$ cat src/common/iao_pkg.sv
// Package with encodings, field positions and carrier types for the increment/OR datapath.
package iao_pkg;
  localparam int        DATA_W    = 16;
  localparam int        FADDR_W   = 13;
  localparam int        WORK_IDX_W = 4;
  localparam int        WORK_REG_N = 16;
  localparam logic [3:0] DEF_WORK_IDX = 4'h0;
  localparam logic [15:0] RST_WORD = 16'h0000;
  localparam logic [15:0] INC_ONE  = 16'h0001;
  localparam logic [15:0] INC_TWO  = 16'h0002;
  localparam logic      WIDTH_WORD = 1'b0;
  localparam logic      WIDTH_BYTE = 1'b1;
  localparam logic      DEST_DEFAULT = 1'b0;
  localparam logic [2:0] MODE_DIRECT   = 3'h0;
  localparam logic [2:0] MODE_IND      = 3'h1;
  localparam logic [2:0] MODE_IND_POSTINC = 3'h2;
  localparam logic [2:0] MODE_IND_POSTDEC = 3'h3;
  localparam logic [2:0] MODE_IND_PREINC  = 3'h4;
  localparam logic [2:0] MODE_IND_PREDEC  = 3'h5;
  localparam int C_BIT      = 0;
  localparam int Z_BIT      = 1;
  localparam int OVF_BIT    = 2;
  localparam int N_BIT      = 3;
  localparam int HALF_C_BIT = 8;

  typedef enum logic [2:0] {
    IAO_OP_INC_W  = 3'b000,
    IAO_OP_INC_TWO_F = 3'b001,
    IAO_OP_INC_TWO_W = 3'b010,
    IAO_OP_IOR_F  = 3'b011,
    IAO_OP_IOR_L  = 3'b100,
    IAO_OP_IOR_WW = 3'b101,
    IAO_OP_IOR_WL = 3'b110
  } iao_op_type;

  typedef struct packed {
    iao_op_type        op;
    logic              byte_sel;
    logic              dest_sel;
    logic [12:0]       faddr;
    logic [3:0]        src_reg;
    logic [2:0]        src_mode;
    logic [3:0]        dst_reg;
    logic [2:0]        dst_mode;
    logic [3:0]        base_reg;
    logic [15:0]       literal;
  } iao_instr_type;

  typedef struct packed {
    logic        valid;
    logic        to_file;
    logic [15:0] addr;
    logic [15:0] data;
    logic        byte_sel;
  } iao_wr_type;
endpackage

$ cat src/core/iao_addr_unit.sv
// Effective-address and pointer update unit for one register operand.
`timescale 1ns/10ps
module iao_addr_unit (
  input  wire logic [2:0]  mode,
  input  wire logic [15:0] ptr,
  input  wire logic        byte_sel,
  output logic             indirect,
  output logic [15:0]      ea,
  output logic [15:0]      ptr_new
);
  logic [15:0] step;

  always_comb begin
    step     = (byte_sel == iao_pkg::WIDTH_BYTE) ? iao_pkg::INC_ONE : iao_pkg::INC_TWO;
    indirect = (mode != iao_pkg::MODE_DIRECT);
    ea       = ptr;
    ptr_new  = ptr;
    case (mode)
      iao_pkg::MODE_IND_POSTINC: ptr_new = ptr + step;
      iao_pkg::MODE_IND_POSTDEC: ptr_new = ptr - step;
      iao_pkg::MODE_IND_PREINC: begin
        ea      = ptr + step;
        ptr_new = ptr + step;
      end
      iao_pkg::MODE_IND_PREDEC: begin
        ea      = ptr - step;
        ptr_new = ptr - step;
      end
      default: ptr_new = ptr;
    endcase
  end
endmodule

$ cat src/core/iao_core.sv
// Single-cycle increment and inclusive-OR execution datapath with working registers.
`timescale 1ns/10ps
module iao_core (
  input  wire logic                  core_clk,
  input  wire logic                  nrst,
  input  wire logic                  clk_en,
  input  wire logic                  instr_valid,
  input  wire iao_pkg::iao_instr_type instr,
  input  wire logic [15:0]           mem_rdata_src,
  output logic [15:0]                mem_addr_src,
  output logic [15:0]                mem_addr_dst,
  output iao_pkg::iao_wr_type        mem_wr,
  output logic [15:0]                default_work_reg,
  output logic [15:0]                status_reg,
  output logic                       done
);
  logic [15:0] regs_q [iao_pkg::WORK_REG_N];
  logic [15:0] status_q;
  logic        done_q;
  iao_pkg::iao_wr_type wr_q;

  logic [15:0] src_ptr, dst_ptr, src_ea, dst_ea, src_upd, dst_upd;
  logic        src_ind, dst_ind;
  logic [15:0] opa, opb, res;
  logic        is_or, to_file, wr_reg, wr_mem;
  logic [3:0]  wr_idx;
  logic [15:0] new_flags;
  logic        res_neg, res_zero, res_c, res_half_c, res_ovf;
  logic [16:0] sum;

  // Merges a byte result into the low lane and keeps the upper byte untouched.
  function automatic logic [15:0] merge_w(input logic [15:0] old, input logic [15:0] v,
                                          input logic bsel);
    merge_w = (bsel == iao_pkg::WIDTH_BYTE) ? {old[15:8], v[7:0]} : v;
  endfunction

  // File forms address data memory through the instruction's file field, not a pointer.
  function automatic logic is_file_op(input iao_pkg::iao_op_type op);
    is_file_op = (op == iao_pkg::IAO_OP_INC_TWO_F) || (op == iao_pkg::IAO_OP_IOR_F);
  endfunction

  assign src_ptr = regs_q[instr.src_reg];
  assign dst_ptr = regs_q[instr.dst_reg];

  iao_addr_unit u_src (
    .mode     (instr.src_mode),
    .ptr      (src_ptr),
    .byte_sel (instr.byte_sel),
    .indirect (src_ind),
    .ea       (src_ea),
    .ptr_new  (src_upd)
  );

  iao_addr_unit u_dst (
    .mode     (instr.dst_mode),
    .ptr      (dst_ptr),
    .byte_sel (instr.byte_sel),
    .indirect (dst_ind),
    .ea       (dst_ea),
    .ptr_new  (dst_upd)
  );

  assign mem_addr_src = is_file_op(instr.op) ? {3'h0, instr.faddr} : src_ea;
  assign mem_addr_dst = dst_ea;

  always_comb begin
    is_or   = 1'b0;
    to_file = 1'b0;
    opa     = src_ind ? mem_rdata_src : src_ptr;
    opb     = iao_pkg::INC_ONE;
    case (instr.op)
      iao_pkg::IAO_OP_INC_W:  opb = iao_pkg::INC_ONE;
      iao_pkg::IAO_OP_INC_TWO_W: opb = iao_pkg::INC_TWO;
      iao_pkg::IAO_OP_INC_TWO_F: begin
        opa     = mem_rdata_src;
        opb     = iao_pkg::INC_TWO;
        to_file = (instr.dest_sel != iao_pkg::DEST_DEFAULT);
      end
      iao_pkg::IAO_OP_IOR_F: begin
        opa     = mem_rdata_src;
        opb     = regs_q[iao_pkg::DEF_WORK_IDX];
        is_or   = 1'b1;
        to_file = (instr.dest_sel != iao_pkg::DEST_DEFAULT);
      end
      iao_pkg::IAO_OP_IOR_L: begin
        opa   = dst_ptr;
        opb   = instr.literal;
        is_or = 1'b1;
      end
      iao_pkg::IAO_OP_IOR_WW: begin
        opb   = regs_q[instr.base_reg];
        is_or = 1'b1;
      end
      iao_pkg::IAO_OP_IOR_WL: begin
        opa   = regs_q[instr.base_reg];
        opb   = instr.literal;
        is_or = 1'b1;
      end
      default: opb = iao_pkg::INC_ONE;
    endcase
  end

  always_comb begin
    sum      = {1'b0, opa} + {1'b0, opb};
    res      = is_or ? (opa | opb) : sum[15:0];
    res_half_c = ({1'b0, opa[3:0]} + {1'b0, opb[3:0]}) > 5'h0f;
    if (instr.byte_sel == iao_pkg::WIDTH_BYTE) begin
      res_neg  = res[7];
      res_zero = (res[7:0] == 8'h00);
      res_c    = ({1'b0, opa[7:0]} + {1'b0, opb[7:0]}) > 9'h0ff;
      res_ovf  = ~opa[7] & res[7];
    end else begin
      res_neg  = res[15];
      res_zero = (res == 16'h0000);
      res_c    = sum[16];
      res_ovf  = ~opa[15] & res[15];
    end
    new_flags = status_q;
    new_flags[iao_pkg::N_BIT] = res_neg;
    new_flags[iao_pkg::Z_BIT] = res_zero;
    // The OR forms leave the arithmetic flags alone, so a following add still sees them.
    if (!is_or) begin
      new_flags[iao_pkg::C_BIT]      = res_c;
      new_flags[iao_pkg::OVF_BIT]    = res_ovf;
      new_flags[iao_pkg::HALF_C_BIT] = res_half_c;
    end
  end

  always_comb begin
    wr_mem = 1'b0;
    wr_reg = 1'b0;
    wr_idx = instr.dst_reg;
    case (instr.op)
      iao_pkg::IAO_OP_INC_TWO_F, iao_pkg::IAO_OP_IOR_F: begin
        wr_mem = to_file;
        wr_reg = !to_file;
        wr_idx = iao_pkg::DEF_WORK_IDX;
      end
      default: begin
        wr_mem = dst_ind;
        wr_reg = !dst_ind;
      end
    endcase
  end

  always_ff @(posedge core_clk or negedge nrst) begin
    if (!nrst) begin
      for (int i = 0; i < iao_pkg::WORK_REG_N; i++) begin
        regs_q[i] <= iao_pkg::RST_WORD;
      end
    end else if (clk_en && instr_valid) begin
      // Literal forms name no source pointer, so none is stepped for them.
      if (src_ind && !is_file_op(instr.op) && instr.op != iao_pkg::IAO_OP_IOR_L
          && instr.op != iao_pkg::IAO_OP_IOR_WL) begin
        regs_q[instr.src_reg] <= src_upd;
      end
      if (dst_ind && !wr_reg) begin
        regs_q[instr.dst_reg] <= dst_upd;
      end
      if (wr_reg) begin
        regs_q[wr_idx] <= merge_w(regs_q[wr_idx], res, instr.byte_sel);
      end
    end
  end

  always_ff @(posedge core_clk or negedge nrst) begin
    if (!nrst) begin
      status_q <= iao_pkg::RST_WORD;
    end else if (clk_en && instr_valid) begin
      status_q <= new_flags;
    end
  end

  // Memory write is registered so the data port sees a clean one-cycle strobe.
  always_ff @(posedge core_clk or negedge nrst) begin
    if (!nrst) begin
      wr_q   <= '0;
      done_q <= 1'b0;
    end else if (clk_en) begin
      done_q         <= instr_valid;
      wr_q.valid     <= instr_valid && wr_mem;
      wr_q.to_file   <= to_file;
      wr_q.addr      <= to_file ? {3'h0, instr.faddr} : dst_ea;
      wr_q.data      <= res;
      wr_q.byte_sel  <= instr.byte_sel;
    end
  end

  assign mem_wr           = wr_q;
  assign default_work_reg = regs_q[iao_pkg::DEF_WORK_IDX];
  assign status_reg       = status_q;
  assign done             = done_q;
endmodule

$ cat config.mk
export PLATFORM = sky130hd
export DESIGN_NAME = iao_core
export DESIGN_NICKNAME = d
export VERILOG_FILES = /design/src/common/iao_pkg.sv /design/src/core/iao_addr_unit.sv /design/src/core/iao_core.sv
export SDC_FILE = /design/constraint.sdc
export NUM_CORES = 2
export LEC_CHECK = 0
export BUFFER_PORTS_ARGS = -buffer_cell sky130_fd_sc_hd__buf_2
export CAP_MARGIN = 25
export CORE_MARGIN = 4
export CORE_UTILIZATION = 36
export CTS_BUF_LIST = sky130_fd_sc_hd__clkbuf_8
export DETAILED_ROUTE_END_ITERATION = 10
export SLEW_MARGIN = 20
export SYNTH_ARGS = -nofsm -noshare
export SYNTH_HDL_FRONTEND = slang
export SYNTH_SLANG_ARGS = --single-unit
$ cat constraint.sdc
create_clock -name core_clk -period 7.33 [get_ports core_clk]
set_input_delay 1.466 -clock core_clk [delete_from_list [all_inputs] [get_ports core_clk]]
set_output_delay 1.466 -clock core_clk [all_outputs]
set_load 0.02 [all_outputs]
==> metrics.md <==
| Metric | Value |
|---|---|
| Run status | `completed` |
| Period utilisation layout | `92.6%` |
| CTS Hold Bufs | `0` |
| EDFF count, synth | `0` |
| RSZ-0062 raised after global routing | `false` |
| Setup-failing EPs final | `0` |
| Worst Path Required | `5860 ps` |
| Worst min path class | `reg2reg` |
| Fin worst setup slack | `544 ps` |
| Max reg flops | `240` |
| Reg2reg path depth | `19` |
| Setup crit end kind | `primary output` |
| Synth cell types | `89` |
| Setup slack at placement | `218 ps` |
| Final HPWL DP | `123000 um` |
| Layout Nets | `3589` |
| First-pass GRT wire length | `225000 um` |
| Period minus WS final | `6790 ps` |
| Max frequency | `147 MHz` |
| Largest net degree at the start of global routing | `142` |
| Syn Inst Count | `3340` |
| Yosys warns | `0` |
| Maximum clock insertion buffer count | `3` |
| Crit Path Max Fanout | `31` |
| Row cnt | `102` |
| Hold Fails Final Rpt | `0` |
| DR vias/cell | `7.00` |
| Clock Skew | `43.2 ps` |
| Post-Syn Area per Cell | `8.53 um^2` |
| CP Launch Type | `input port` |
| CTS tree | `built` |
| Total number of vias | `31.9k` |
| Sequential area share after synthesis | `26.1%` |
| Antenna violations before repair | `6` |
| Top-Level Pins | `172` |
| P&R area growth vs syn | `13.0%` |
| Congestion Overflow GR | `0` |
| Inst Count DP | `4447` |
| Post-CTS sizing | `0` |
| Die Height | `289 um` |
| Async set-reset flop share out of synthesis | `100%` |
| Router iterations before antenna repair | `9` |
| Port bufs | `160` |
| Number of routed nets with antenna violations | `0` |
| Drt wl/cell | `35.2 um` |
| Most used DFF post-synth | `dfrtp_1` |
| Setup Fix Bufs, Post-CTS | `0` |
| Critical Path Start | `instr[30]` |
| Slew Viols, Final | `0` |
| Ratio of total power to cell area | `262 nW/um^2` |
| Post-route insts no fill | `4559` |
| DR DRC count | `0` |
| Worst path arrival time | `5320 ps` |
| Total core area | `78000 um^2` |
| Final wirelength | `160000 um` |
| Routability cong. | `1.07` |
| Die area | `83700 um^2` |
| Sink Count | `297` |
| CTS H-tree lvls | `2` |
| Worst rel slew slack | `25.0%` |
| Worst-margin pin slew | `1120 ps` |
| Leakage | `12.5 nW` |
| Initial core utilization | `36.5%` |
| Vias in the first global route | `30.3k` |
| #FFs+latches synth | `297` |
| Die width | `289 um` |
| Clock root buffer | `clkbuf_8` |
| Worst skew pair latency | `730 ps` |
| GRT Overall Usage | `37.3%` |
| Setup Crit Path Kind | `in2out` |
| Worst-path clk slew | `80 ps` |
| R2r endpoint | `regs_q[95]$_DFFE_PN0P_` |
| Setup crit end | `mem_addr_src[8]` |
| Setup TNS | `0 ps` |
| Syn Std Cell Area | `28500 um^2` |
| R2R Path Start | `default_work_reg[2]$_DFFE_PN0P_` |
| R2r setup slk | `1520 ps` |
| Peak VDD IR | `0.000121 V` |
| CTS Buf Count | `59` |
| First DRT Iteration DRCs | `5275` |
| Max cap viols | `0` |
| Share of cells above drive strength 1 | `21.6%` |
[power by group]
part           leakage (nW)  internal, mW  switching, mW
combinational          8.28          1.46           2.41
clock                 0.703         0.971          0.869
sequential             3.51          2.00          0.717
[how the worst min path moves through the flow]
stage | startpoint | cells after the start | slack [ps] | endpoint
final | status_reg[3]$_DFFE_PN0P_ | 1 | 470 | status_reg[3]$_DFFE_PN0P_
after CTS | status_reg[3]$_DFFE_PN0P_ | 1 | 480 | status_reg[3]$_DFFE_PN0P_
after floorplan | regs_q[199]$_DFFE_PN0P_ | 2 | 480 | regs_q[199]$_DFFE_PN0P_
after detailed placement | status_reg[3]$_DFFE_PN0P_ | 1 | 470 | status_reg[3]$_DFFE_PN0P_
after global placement | status_reg[3]$_DFFE_PN0P_ | 1 | 450 | status_reg[3]$_DFFE_PN0P_
after global routing | status_reg[3]$_DFFE_PN0P_ | 1 | 500 | status_reg[3]$_DFFE_PN0P_
[through the flow]
stage               power [mW]  util [%]  instance area [um^2]  hold WS (ps)
global placement          6.31      39.6                 30900           455
floorplan                 4.72         -                 28500           476
detailed placement        6.35      39.7                 30900           466
CTS                       8.19      41.2                 32200           480
finish                    8.43      41.3                 32200           474
global route              8.69      41.3                 32200           497
[final cells by class]
cell class              count  area, um^2
diodes                      4        10.0
fillers                  7869       45800
clock buffers              77        1060
clock inverters            28         166
well taps                1040        1300
multi-input cells        2656       19400
flip-flops and latches    297        7430
inverters                  81         304
repair buffers            376        2510
[cell usage in the layout, fill, tap and decap left out, types with 13 or more instances in the layout]
cell	netlist	layout
o21a_1	19	19
a31oi_1	59	59
nor2_1	378	378
a222oi_1	22	22
inv_1	79	96
o21ai_1	23	23
a22o_1	17	17
o221ai_1	45	45
a221oi_1	19	19
o211ai_1	62	62
nand2_1	392	391
a21o_1	20	20
xnor2_1	39	35
a211oi_1	104	104
nand4_1	16	16
a21oi_1	267	262
o22ai_1	109	109
clkbuf_8	0	77
dfrtp_1	297	297
buf_2	41	154
xor2_1	24	24
and3_1	13	13
nand2b_1	22	22
or3_1	16	16
mux4_2	199	199
nor3_1	62	56
mux2i_1	56	55
ha_1	41	41
nor2b_1	16	15
nand3_1	59	59
o21ai_0	242	242
a22oi_1	99	99
buf_4	35	214
mux2_2	31	31
[logic make-up (layout without fill, tap and decap cells)]
| group | after synthesis | after routing | share of synthesized area (%) |
|---|---|---|---|
| AO/OA/AOI/OAI | 1210 | 1210 | 27.7 |
| AND/OR/NAND/NOR | 1022 | 1022 | 15.5 |
| other | 1 | 15 | 0.0132 |
| XOR/XNOR | 68 | 68 | 2.22 |
| flip-flops | 297 | 297 | 26.1 |
| multiplexers | 299 | 299 | 20.0 |
| adder cells (fa/ha/maj) | 46 | 46 | 2.15 |
| buffers and inverters | 397 | 562 | 6.36 |
[synth_stat cells, drive strengths merged, types with 6 or more instances]
library cell	number	share of area, %
a211o	6	0.18
a211oi	109	3.0
a21o	20	0.53
a21oi	270	4.8
a221o	10	0.36
a221oi	21	0.69
a222oi	22	0.77
a22o	17	0.52
a22oi	99	2.6
a31o	7	0.22
a31oi	59	1.3
a32oi	9	0.28
and2	11	0.25
and3	13	0.29
buf	114	2.6
clkbuf	202	2.7
dfrtp	297	26
ha	41	1.8
inv	80	1.1
mux2	32	1.3
mux2i	57	2.0
mux4	210	17
nand2	393	5.2
nand2b	22	0.48
nand3	59	1.0
nand4	16	0.35
nor2	378	5.0
nor2b	16	0.35
nor3	66	1.3
o2111ai	6	0.18
o211ai	62	1.6
o21a	19	0.50
o21ai	265	4.7
o221ai	45	1.4
o22ai	109	2.4
o2bb2ai	7	0.22
o311ai	11	0.34
o31ai	12	0.33
or2	11	0.24
or3	16	0.35
xnor2	41	1.3
xor2	27	0.91
[critical path, stage by stage]
cell	delay [ps]
buf_4	460
mux4_2	580
mux4_2	580
inv_1	90
ha_1	200
fa_1	300
nand2b_1	100
o22a_1	220
a211oi_1	220
buf_4	200
a22o_1	250
nand2_1	100
xor2_1	190
o21ai_0	150
buf_2	190
[per-layer routing]
layer	vias to the layer above	track usage (%)	part of all wire, %
met5	-	0	0.0075
met4	2	27.6	9.2
met3	734	12.4	13
met2	2704	55.5	42
met1	15500	44.8	35
li1	13000	-	-
Power figures use the tool's default switching activity.
